<file path="config.mk">
export PLATFORM = sky130hd
export DESIGN_NAME = battery_prime_reset_sequencer
export DESIGN_NICKNAME = d
export VERILOG_FILES = /design/src/rtl/reset_seq_pkg.sv /design/src/rtl/battery_prime_reset_sequencer.sv /design/src/rtl/pin_sync2.sv
export VERILOG_INCLUDE_DIRS = /design/src /design/src/rtl
export SDC_FILE = /design/constraint.sdc
export NUM_CORES = 1
export LEC_CHECK = 0
export BUFFER_PORTS_ARGS = -buffer_cell sky130_fd_sc_hd__buf_2
export CAP_MARGIN = 20
export CORE_AREA = 2 2 86 88
export DETAILED_ROUTE_END_ITERATION = 10
export DIE_AREA = 0 0 88 90
export PLACE_DENSITY = 0.74
export SYNTH_ARGS = -nofsm -noshare
export SYNTH_HDL_FRONTEND = slang
export SYNTH_HIERARCHICAL = 1
export SYNTH_SLANG_ARGS = --single-unit
</file>
<file path="constraint.sdc">
create_clock -name sys_clk -period 5.9 [get_ports sys_clk]
set_input_delay 0.59 -clock sys_clk [delete_from_list [all_inputs] [get_ports sys_clk]]
set_output_delay 0.59 -clock sys_clk [all_outputs]
set_load 0.05 [all_outputs]
</file>
<file path="src/rtl/reset_seq_map.svh">
// constants for the battery and prime power reset sequencer
// Function
// separate battery-domain reset and prime-power reset outputs
// third reset from watchdog expiry or system reset line pulled low
// battery reset input low resets battery domain, forces prime reset
// battery reset clears settings register and asserts CPU lockout
// backup disabled: SRAM select and DRAM strobes released to high-Z
// prime reset whenever power-fail input low with prime power applied; code holds it off in ST_ARM until lockout
// power-fail rising starts delay one, one or two reset clocks
// reset clock is RTC oscillator divided by 4096
// delay two: six peripheral clocks plus auxiliary clock retiming
// after delay two, retime to auxiliary clock, release line to high-Z
// core reset releases about eight peripheral clocks after line release
// lockout removed on next RTC rising edge after core reset release
// falling power-fail input with supply good raises interrupt
// CPU interrupt handler finally writes lockout-enable to arm lockout
// lock at once if DRAM backup off, else wait for refresh idle
// lockout: battery refresh mode, battery reset, inactive until power-on
// hardware time-out forces lockout if software never arms it
// settings bit 12 set when battery reset input detected
// settings bit 11 set on lockout enable, time-out or software
// each status flag cleared only by writing one to it
// without battery use, tie battery reset input to power-fail input
// system reset line leaves battery registers and refresh untouched
// power-fail and battery reset inputs synchronised before sequencing
`ifndef RESET_SEQ_MAP_SVH
`define RESET_SEQ_MAP_SVH

`define SETTINGS_RST_VAL 16'h0000
`define BATT_FLAG_BIT 12
`define LOCK_FLAG_BIT 11
`define SRAM_EN_BIT 10
`define DRAM_BACKUP_HI 7
`define DRAM_BACKUP_LO 6
`define SETTINGS_USED_MASK 16'h3fff
`define DRAM_BACKUP_OFF 2'h0

`define RTC_OSC_HZ 32768
`define RESET_CLK_DIV 4096
`define RESET_CLK_DIV_MAX 12'hfff
`define FIRST_POWERUP_DELAY_FALLS 3'h2
`define SECOND_POWERUP_DELAY_PERIODS 4'h6
`define CORE_WAIT_PERIODS 4'h8
`define LOCK_TIMEOUT_TICKS 4'h8

`endif

</file>
<file path="src/rtl/reset_seq_pkg.sv">
// types shared by the reset sequencer files
package reset_seq_pkg;

	// synchronised pin inputs, sampled together
	typedef struct packed {
		logic battery_rst_n;
		logic power_fail_n;
		logic core_ok;
		logic rtc_osc;
		logic periph_clk;
		logic aux_clk;
		logic sys_line_n;
	} pin_in_t;

	// sequencer states, one-hot
	typedef enum logic [9:0] {
		ST_BATT_RST  = 10'h001,
		ST_OFF       = 10'h002,
		ST_FIRST_POWERUP_DELAY      = 10'h004,
		ST_SECOND_POWERUP_DELAY      = 10'h008,
		ST_LINE_SYNC = 10'h010,
		ST_CORE_WAIT = 10'h020,
		ST_UNLOCK    = 10'h040,
		ST_RUN       = 10'h080,
		ST_ARM       = 10'h100,
		ST_LOCKOUT   = 10'h200
	} seq_state_t;

	// registered control outputs
	typedef struct packed {
		logic batt_rst_n;
		logic prime_rst_n;
		logic core_rst_n;
		logic line_oe;
		logic irq;
		logic lockout;
		logic refresh_mode;
		logic sram_oe;
		logic dram_oe;
	} ctrl_out_t;

endpackage

</file>
<file path="src/rtl/battery_prime_reset_sequencer.sv">
// battery and prime power reset sequencer with power-fail lockout
`timescale 1ns/1ps
`include "reset_seq_map.svh"
module battery_prime_reset_sequencer
	import reset_seq_pkg::*;
(
	input wire logic sys_clk,
	input wire logic rst_n,
	input wire logic battery_rst_in_n,
	input wire logic power_fail_in_n,
	input wire logic core_supply_ok,
	input wire logic rtc_osc_out,
	input wire logic peripheral_clock,
	input wire logic auxiliary_clock,
	input wire logic ext_sys_rst_line_in,
	input wire logic watchdog_expired,
	input wire logic lockout_enable_write,
	input wire logic settings_write,
	input wire logic [15:0] settings_wdata,
	input wire logic dram_refresh_busy,
	output logic battery_domain_rst_n,
	output logic prime_rst_n,
	output logic internal_core_rst_n,
	output logic ext_sys_rst_line_out,
	output logic ext_sys_rst_line_oe,
	output logic power_fail_interrupt,
	output logic cpu_lockout,
	output logic battery_refresh_mode,
	output logic sram_cs_oe,
	output logic dram_strobe_oe,
	output logic [15:0] battery_settings_register
);

	pin_in_t raw_pins;
	pin_in_t pins;
	pin_in_t pins_d;
	logic rtc_rise;
	logic periph_rise;
	logic aux_rise;
	logic pf_fall;
	logic reset_tick;
	logic prime_drop;
	logic third_reset;
	logic dram_backup_on;
	logic lock_event;
	logic [11:0] div_cnt;
	logic [11:0] next_div_cnt;
	seq_state_t state;
	seq_state_t next_state;
	logic [3:0] cnt;
	logic [3:0] next_cnt;
	logic [3:0] tmo;
	logic [3:0] next_tmo;
	logic [15:0] settings;
	logic [15:0] next_settings;
	ctrl_out_t ctrl;
	ctrl_out_t next_ctrl;

	// every pin input crosses two flops before any logic looks at it
	assign raw_pins = {battery_rst_in_n, power_fail_in_n, core_supply_ok,
		rtc_osc_out, peripheral_clock, auxiliary_clock,
		ext_sys_rst_line_in};

	pin_sync2 #(
		.WIDTH($bits(pin_in_t))
	) u_pin_sync (
		.clk(sys_clk),
		.rst_n(rst_n),
		.d(raw_pins),
		.q(pins)
	);

	// delayed copy for edge detection, taken from the second stage
	always_ff @(posedge sys_clk or negedge rst_n) begin
		if (!rst_n) begin
			pins_d <= '0;
		end else begin
			pins_d <= pins;
		end
	end

	// edge strobes on the retimed pins
	assign rtc_rise = pins.rtc_osc & ~pins_d.rtc_osc;
	assign periph_rise = pins.periph_clk & ~pins_d.periph_clk;
	assign aux_rise = pins.aux_clk & ~pins_d.aux_clk;
	assign pf_fall = ~pins.power_fail_n & pins_d.power_fail_n;

	// reset clock: falling edge when the rtc edge count wraps
	assign reset_tick = rtc_rise && (div_cnt == `RESET_CLK_DIV_MAX);

	always_comb begin
		next_div_cnt = div_cnt;
		if (rtc_rise) begin
			next_div_cnt = div_cnt + 12'h001;
		end
	end

	always_ff @(posedge sys_clk or negedge rst_n) begin
		if (!rst_n) begin
			div_cnt <= 12'h000;
		end else begin
			div_cnt <= next_div_cnt;
		end
	end

	// prime power gone, or power-fail warning active
	assign prime_drop = !pins.power_fail_n || !pins.core_ok;
	// watchdog or someone else pulling the shared line low
	assign third_reset = watchdog_expired || !pins.sys_line_n;
	assign dram_backup_on =
		settings[`DRAM_BACKUP_HI:`DRAM_BACKUP_LO] != `DRAM_BACKUP_OFF;

	// power-up and power-fail sequencing
	always_comb begin
		next_state = state;
		next_cnt = cnt;
		next_tmo = tmo;
		lock_event = 1'b0;
		if (!pins.battery_rst_n) begin
			next_state = ST_BATT_RST;
			next_cnt = 4'h0;
		end else begin
			case (state)
				ST_BATT_RST: begin
					next_state = ST_OFF;
				end
				ST_OFF: begin
					if (!prime_drop) begin
						next_state = ST_FIRST_POWERUP_DELAY;
						next_cnt = 4'h0;
					end
				end
				ST_FIRST_POWERUP_DELAY: begin
					// counting falls gives one or two periods by phase
					if (prime_drop) begin
						next_state = ST_OFF;
					end else if (reset_tick) begin
						if (cnt[2:0] == `FIRST_POWERUP_DELAY_FALLS - 3'h1) begin
							next_state = ST_SECOND_POWERUP_DELAY;
							next_cnt = 4'h0;
						end else begin
							next_cnt = cnt + 4'h1;
						end
					end
				end
				ST_SECOND_POWERUP_DELAY: begin
					if (prime_drop) begin
						next_state = ST_OFF;
					end else if (periph_rise) begin
						if (cnt == `SECOND_POWERUP_DELAY_PERIODS - 4'h1) begin
							next_state = ST_LINE_SYNC;
							next_cnt = 4'h0;
						end else begin
							next_cnt = cnt + 4'h1;
						end
					end
				end
				ST_LINE_SYNC: begin
					// line release is retimed to the auxiliary clock
					if (prime_drop) begin
						next_state = ST_OFF;
					end else if (aux_rise) begin
						next_state = ST_CORE_WAIT;
						next_cnt = 4'h0;
					end
				end
				ST_CORE_WAIT: begin
					if (prime_drop) begin
						next_state = ST_OFF;
					end else if (periph_rise) begin
						if (cnt == `CORE_WAIT_PERIODS - 4'h1) begin
							next_state = ST_UNLOCK;
						end else begin
							next_cnt = cnt + 4'h1;
						end
					end
				end
				ST_UNLOCK: begin
					if (prime_drop) begin
						next_state = ST_OFF;
					end else if (rtc_rise) begin
						next_state = ST_RUN;
					end
				end
				ST_RUN: begin
					if (pf_fall && pins.core_ok) begin
						next_state = ST_ARM;
						next_tmo = 4'h0;
					end else if (!pins.core_ok) begin
						next_state = ST_OFF;
					end else if (third_reset) begin
						// battery side untouched, only prime logic restarts
						next_state = ST_SECOND_POWERUP_DELAY;
						next_cnt = 4'h0;
					end
				end
				ST_ARM: begin
					// software normally arms; the time-out is the backstop
					if (lockout_enable_write ||
						tmo == `LOCK_TIMEOUT_TICKS) begin
						lock_event = 1'b1;
						next_tmo = `LOCK_TIMEOUT_TICKS;
						if (!dram_backup_on || !dram_refresh_busy) begin
							next_state = ST_LOCKOUT;
						end
					end else if (reset_tick) begin
						next_tmo = tmo + 4'h1;
					end
				end
				ST_LOCKOUT: begin
					// only a supply loss or a low battery reset input leaves lockout
					if (!pins.core_ok) begin
						next_state = ST_OFF;
					end
				end
				default: begin
					next_state = ST_BATT_RST;
				end
			endcase
		end
	end

	always_ff @(posedge sys_clk or negedge rst_n) begin
		if (!rst_n) begin
			state <= ST_BATT_RST;
			cnt <= 4'h0;
			tmo <= 4'h0;
		end else begin
			state <= next_state;
			cnt <= next_cnt;
			tmo <= next_tmo;
		end
	end

	// battery settings register: writes blocked while locked out
	always_comb begin
		next_settings = settings;
		if (!pins.battery_rst_n) begin
			next_settings = `SETTINGS_RST_VAL;
		end else if (settings_write && !ctrl.lockout) begin
			next_settings = settings_wdata & `SETTINGS_USED_MASK;
			// flags clear only on a written one
			next_settings[`BATT_FLAG_BIT] = settings[`BATT_FLAG_BIT] &
				~settings_wdata[`BATT_FLAG_BIT];
			next_settings[`LOCK_FLAG_BIT] = settings[`LOCK_FLAG_BIT] &
				~settings_wdata[`LOCK_FLAG_BIT];
		end
		// a set in the same cycle as a clear wins
		if (!pins.battery_rst_n) begin
			next_settings[`BATT_FLAG_BIT] = 1'b1;
		end
		if (lock_event) begin
			next_settings[`LOCK_FLAG_BIT] = 1'b1;
		end
	end

	always_ff @(posedge sys_clk or negedge rst_n) begin
		if (!rst_n) begin
			settings <= `SETTINGS_RST_VAL;
		end else begin
			settings <= next_settings;
		end
	end

	// output decode from the coming state, so outputs track it exactly
	always_comb begin
		next_ctrl = ctrl;
		next_ctrl.batt_rst_n = !(next_state inside
			{ST_BATT_RST, ST_OFF, ST_FIRST_POWERUP_DELAY, ST_LOCKOUT});
		next_ctrl.prime_rst_n = !(next_state inside
			{ST_BATT_RST, ST_OFF, ST_FIRST_POWERUP_DELAY, ST_LOCKOUT});
		next_ctrl.core_rst_n = next_state inside
			{ST_UNLOCK, ST_RUN, ST_ARM};
		next_ctrl.line_oe = !(next_state inside
			{ST_CORE_WAIT, ST_UNLOCK, ST_RUN, ST_ARM});
		next_ctrl.irq = next_state == ST_ARM;
		next_ctrl.lockout = !(next_state inside
			{ST_RUN, ST_ARM});
		// refresh mode lasts from lockout until prime logic is back
		if (next_state inside {ST_BATT_RST, ST_RUN}) begin
			next_ctrl.refresh_mode = 1'b0;
		end else if (next_state == ST_LOCKOUT) begin
			next_ctrl.refresh_mode = 1'b1;
		end
		next_ctrl.sram_oe = next_settings[`SRAM_EN_BIT];
		next_ctrl.dram_oe = next_settings[`DRAM_BACKUP_HI:`DRAM_BACKUP_LO]
			!= `DRAM_BACKUP_OFF;
	end

	always_ff @(posedge sys_clk or negedge rst_n) begin
		if (!rst_n) begin
			ctrl <= '{batt_rst_n: 1'b0, prime_rst_n: 1'b0,
				core_rst_n: 1'b0, line_oe: 1'b1, irq: 1'b0,
				lockout: 1'b1, refresh_mode: 1'b0, sram_oe: 1'b0,
				dram_oe: 1'b0};
		end else begin
			ctrl <= next_ctrl;
		end
	end

	// ports taken straight from the flops, except the line output tied low
	assign battery_domain_rst_n = ctrl.batt_rst_n;
	assign prime_rst_n = ctrl.prime_rst_n;
	assign internal_core_rst_n = ctrl.core_rst_n;
	assign ext_sys_rst_line_out = 1'b0; // line is only ever pulled low
	assign ext_sys_rst_line_oe = ctrl.line_oe;
	assign power_fail_interrupt = ctrl.irq;
	assign cpu_lockout = ctrl.lockout;
	assign battery_refresh_mode = ctrl.refresh_mode;
	assign sram_cs_oe = ctrl.sram_oe;
	assign dram_strobe_oe = ctrl.dram_oe;
	assign battery_settings_register = settings;

endmodule

</file>
<file path="src/rtl/pin_sync2.sv">
// two flip-flop synchroniser for a group of pin inputs
`timescale 1ns/1ps
module pin_sync2 #(
	parameter int WIDTH = 1
) (
	input wire logic clk,
	input wire logic rst_n,
	input wire logic [WIDTH-1:0] d,
	output logic [WIDTH-1:0] q
);

	logic [WIDTH-1:0] meta;

	// first stage feeds only the second stage
	always_ff @(posedge clk or negedge rst_n) begin
		if (!rst_n) begin
			meta <= '0;
			q <= '0;
		end else begin
			meta <= d;
			q <= meta;
		end
	end

endmodule

</file>
==> metrics.txt <==
run status=completed; Fmax=360 MHz; yosys warns=6; Gates resized, CTS repair=0; Die Area=7920 um2; TNS Setup=0 ns; ys async rst share=100%; Hold/Removal Path Class=flop to flop; Pleak=1.76 nW; switching fraction of total power=23.8%; CP top delay family=simple AND/OR/NAND/NOR gates; antenna viol nets, final=0; flops & latches, synth=69; Cell Chain, Critical Path=nor4_1, buf_4, nand4b_1, nand4_1, a21oi_1, a21bo_1, a2111oi_0; Post-CTS Setup Repair Bufs=0; Post-synth EDFFs=0; via density per instance=5.38; crit path max-delay cell type=nor4_1; worst clock skew=0.0111 ns; GR Layer Usage met2=27.8%; initial core utilization=47.9%; global routing's busiest layer=met2; post-synth top area share=49.1%; kind of start point of the critical path=flop; share of cells above drive strength 1=21.0%; Worst setup EP type=flop; die height=90 um; final hold viol count=0; final setup violation count=0; CTS clk-pin slew, worst paths=0.07 ns; met1 Use GR=23.1%; IO buf count=49; core area=7020 um2; Post-Syn Instances=324; internal power=0.000888 W; prevailing post-synth register cell=dfrtp_1; Clock Power Share=43.6%; Site Rows=31; drt pass-1 iters=4; WP data required=6.09 ns; switching pwr=0.000278 W; gp weighted congestion=0.889; global-route met3 utilization=5.51%; Seq/Total Area, Yosys=51.5%; count leader, synth=dfrtp_1; GRT Total Usage=18.0%; Routed WL=6710 um; root buffer cell=clkbuf_8; Chip Width=88 um; worst rel slew slack=41.5%; wire per inst=14.1 um; area leader, netlist=dfrtp_1; initial antenna violation count=0; WS Path Type=flop to flop; Reg power frac=46.0%; critical path peak fanout=16; TritonCTS Buffers=9; most frequent cells after synthesis=66 x dfrtp_1, 43 x nand2_1, 19 x nor2_1, 13 x a21boi_0, 13 x nand4_1; routed via count=2556; Area growth syn-to-layout=16.6%; hold buffers post-CTS=0; Syn Area/Cell=10.4 um2; Logic pwr share=10.4%; global route overflow=0; VDD IR-drop max=0.000273 V; HPWL after detailed placement=4790 um; Critical Path Max Stage Delay=0.65 ns; fin crit period=2.78 ns; Num Clock Sinks=69; synth unique cells=61; RSZ-0062 raised after global routing=no; top post-synthesis cells by area=dfrtp_1 49%, nand2_1 4.8%, a21boi_0 2.9%; max-cap violations=0; residual DRC count=0; initial DRC count=201; Post-Syn Area=3360 um2; clk buf depth=2; Pins Over Slew Limit=0; global-route wire length before repair=11100 um; number of global-route vias before repair=2419; Slew @ Worst Pin=0.875 ns; pin count of the biggest net entering global routing=70; crit path DAT=2.97 ns; htree depth=3; io pins=55; ANT cells=0; Min Hold Slack=0.350 ns; setup slack, reg-to-reg=3.12 ns; final period utilization=47.1%; power density over the cells=297 nW/um2; nets=405; Filler cells=610; CTS tree=built; Final Util=55.9%; Clk Latency, worst-skew pair=0.34 ns; buffer and inverter count on the worst path=1
sequential cells by signal, indices dropped and copies added (netlist names), 4 cells and up:
name and cells:
battery_settings_register 14, cnt 4, div_cnt 12, pins_d 4, state 10, tmo 4, u_pin_sync/meta 7, u_pin_sync/q 7
routing by layer:
layer | vias up | share of wire, %
met5 | - | 0
met4 | 0 | 2.7
met3 | 17 | 4.9
met2 | 60 | 49
met1 | 1235 | 43
li1 | 1244 | -
stage by stage:
stage               total power, W  instance area (um2)  setup WS [ns]  instances
floorplan                 0.000629                 3370           3.69        326
global placement          0.000661                 3650           3.22        459
detailed placement        0.000665                 3650           3.10        459
CTS                        0.00118                 3920           3.08        475
global route               0.00121                 3920           2.96        475
finish                     0.00117                 3920           3.12        475
worst reg2reg max path, delay by kind of cell, from the launching register on:
kind	cells	cell delay, ns
compound gates	3	0.90
flops	1	0.49
buf+inv	1	0.27
simple gates	3	0.98
layout make-up:
type | instances | area, um2 | area share [%]
clock inverters | 6 | 134 | 3.41
well taps | 99 | 124 | 3.16
flip-flops and latches | 69 | 1730 | 44.1
clock buffers | 10 | 138 | 3.51
repair buffers | 51 | 260 | 6.64
inverters | 7 | 26.3 | 0.670
multi-input cells | 233 | 1510 | 38.5
final timing paths:
kind | startpoint | depth (start not counted) | to
max | state[2]$_DFF_PN0_ | 7 | prime_rst_n$_DFF_PN0_
min | u_pin_sync/meta[2]$_DFF_PN0_ | 0 | u_pin_sync/q[2]$_DFF_PN0_
max reg2reg | state[2]$_DFF_PN0_ | 7 | prime_rst_n$_DFF_PN0_
min reg2reg | u_pin_sync/meta[2]$_DFF_PN0_ | 0 | u_pin_sync/q[2]$_DFF_PN0_
max in group asynchronous | rst_n | 2 | u_pin_sync/q[0]$_DFF_PN0_
min in group asynchronous | rst_n | 2 | dram_strobe_oe$_DFF_PN0_
power groups by stage:
stage	Clock, W	Sequential, W	Combinational (W)
4_1_cts	0.000519	0.000536	0.000122
6_report	0.000508	0.000536	0.000121
3_5_place_dp	0	0.000544	0.000121
3_3_place_gp	0	0.000543	0.000118
2_1_floorplan	0	0.000542	0.0000872
5_1_grt	0.000538	0.000540	0.000135
cells in the final DEF, fill, tap and decap left out, types with 2 or more instances in the layout:
cell        n
nand2_1    43
bufinv_16   4
nor2b_1     7
and3_1      3
a21o_1      6
o21ai_0     9
ha_1        5
inv_1       7
and2_1      4
dfstp_2     3
a31oi_1     2
clkbuf_8   10
or4_1       2
buf_2      49
nand3_1    11
nor3_1      9
and4b_1     2
nand4b_1    7
a21boi_0   13
nand4_1    13
nand2b_1    9
o22ai_1     2
a21oi_1     9
conb_1      3
nor2_1     19
xnor2_1    10
o31ai_1     2
nor3b_1     2
nor4_1      4
dfrtp_1    66
buf_4       2
nand3b_1    3
xor2_1      6
kinds of logic after synthesis:
kind of cell	after synthesis	share of synthesized area, %
simple gates	150	25.1
flops	69	51.5
compound gates	57	12.8
buf+inv	24	3.91
xor+xnor	16	4.17
fa+ha+maj	5	1.86
mux	2	0.632
other cells	1	0.112
No activity file was read; power rests on OpenSTA's default activity.
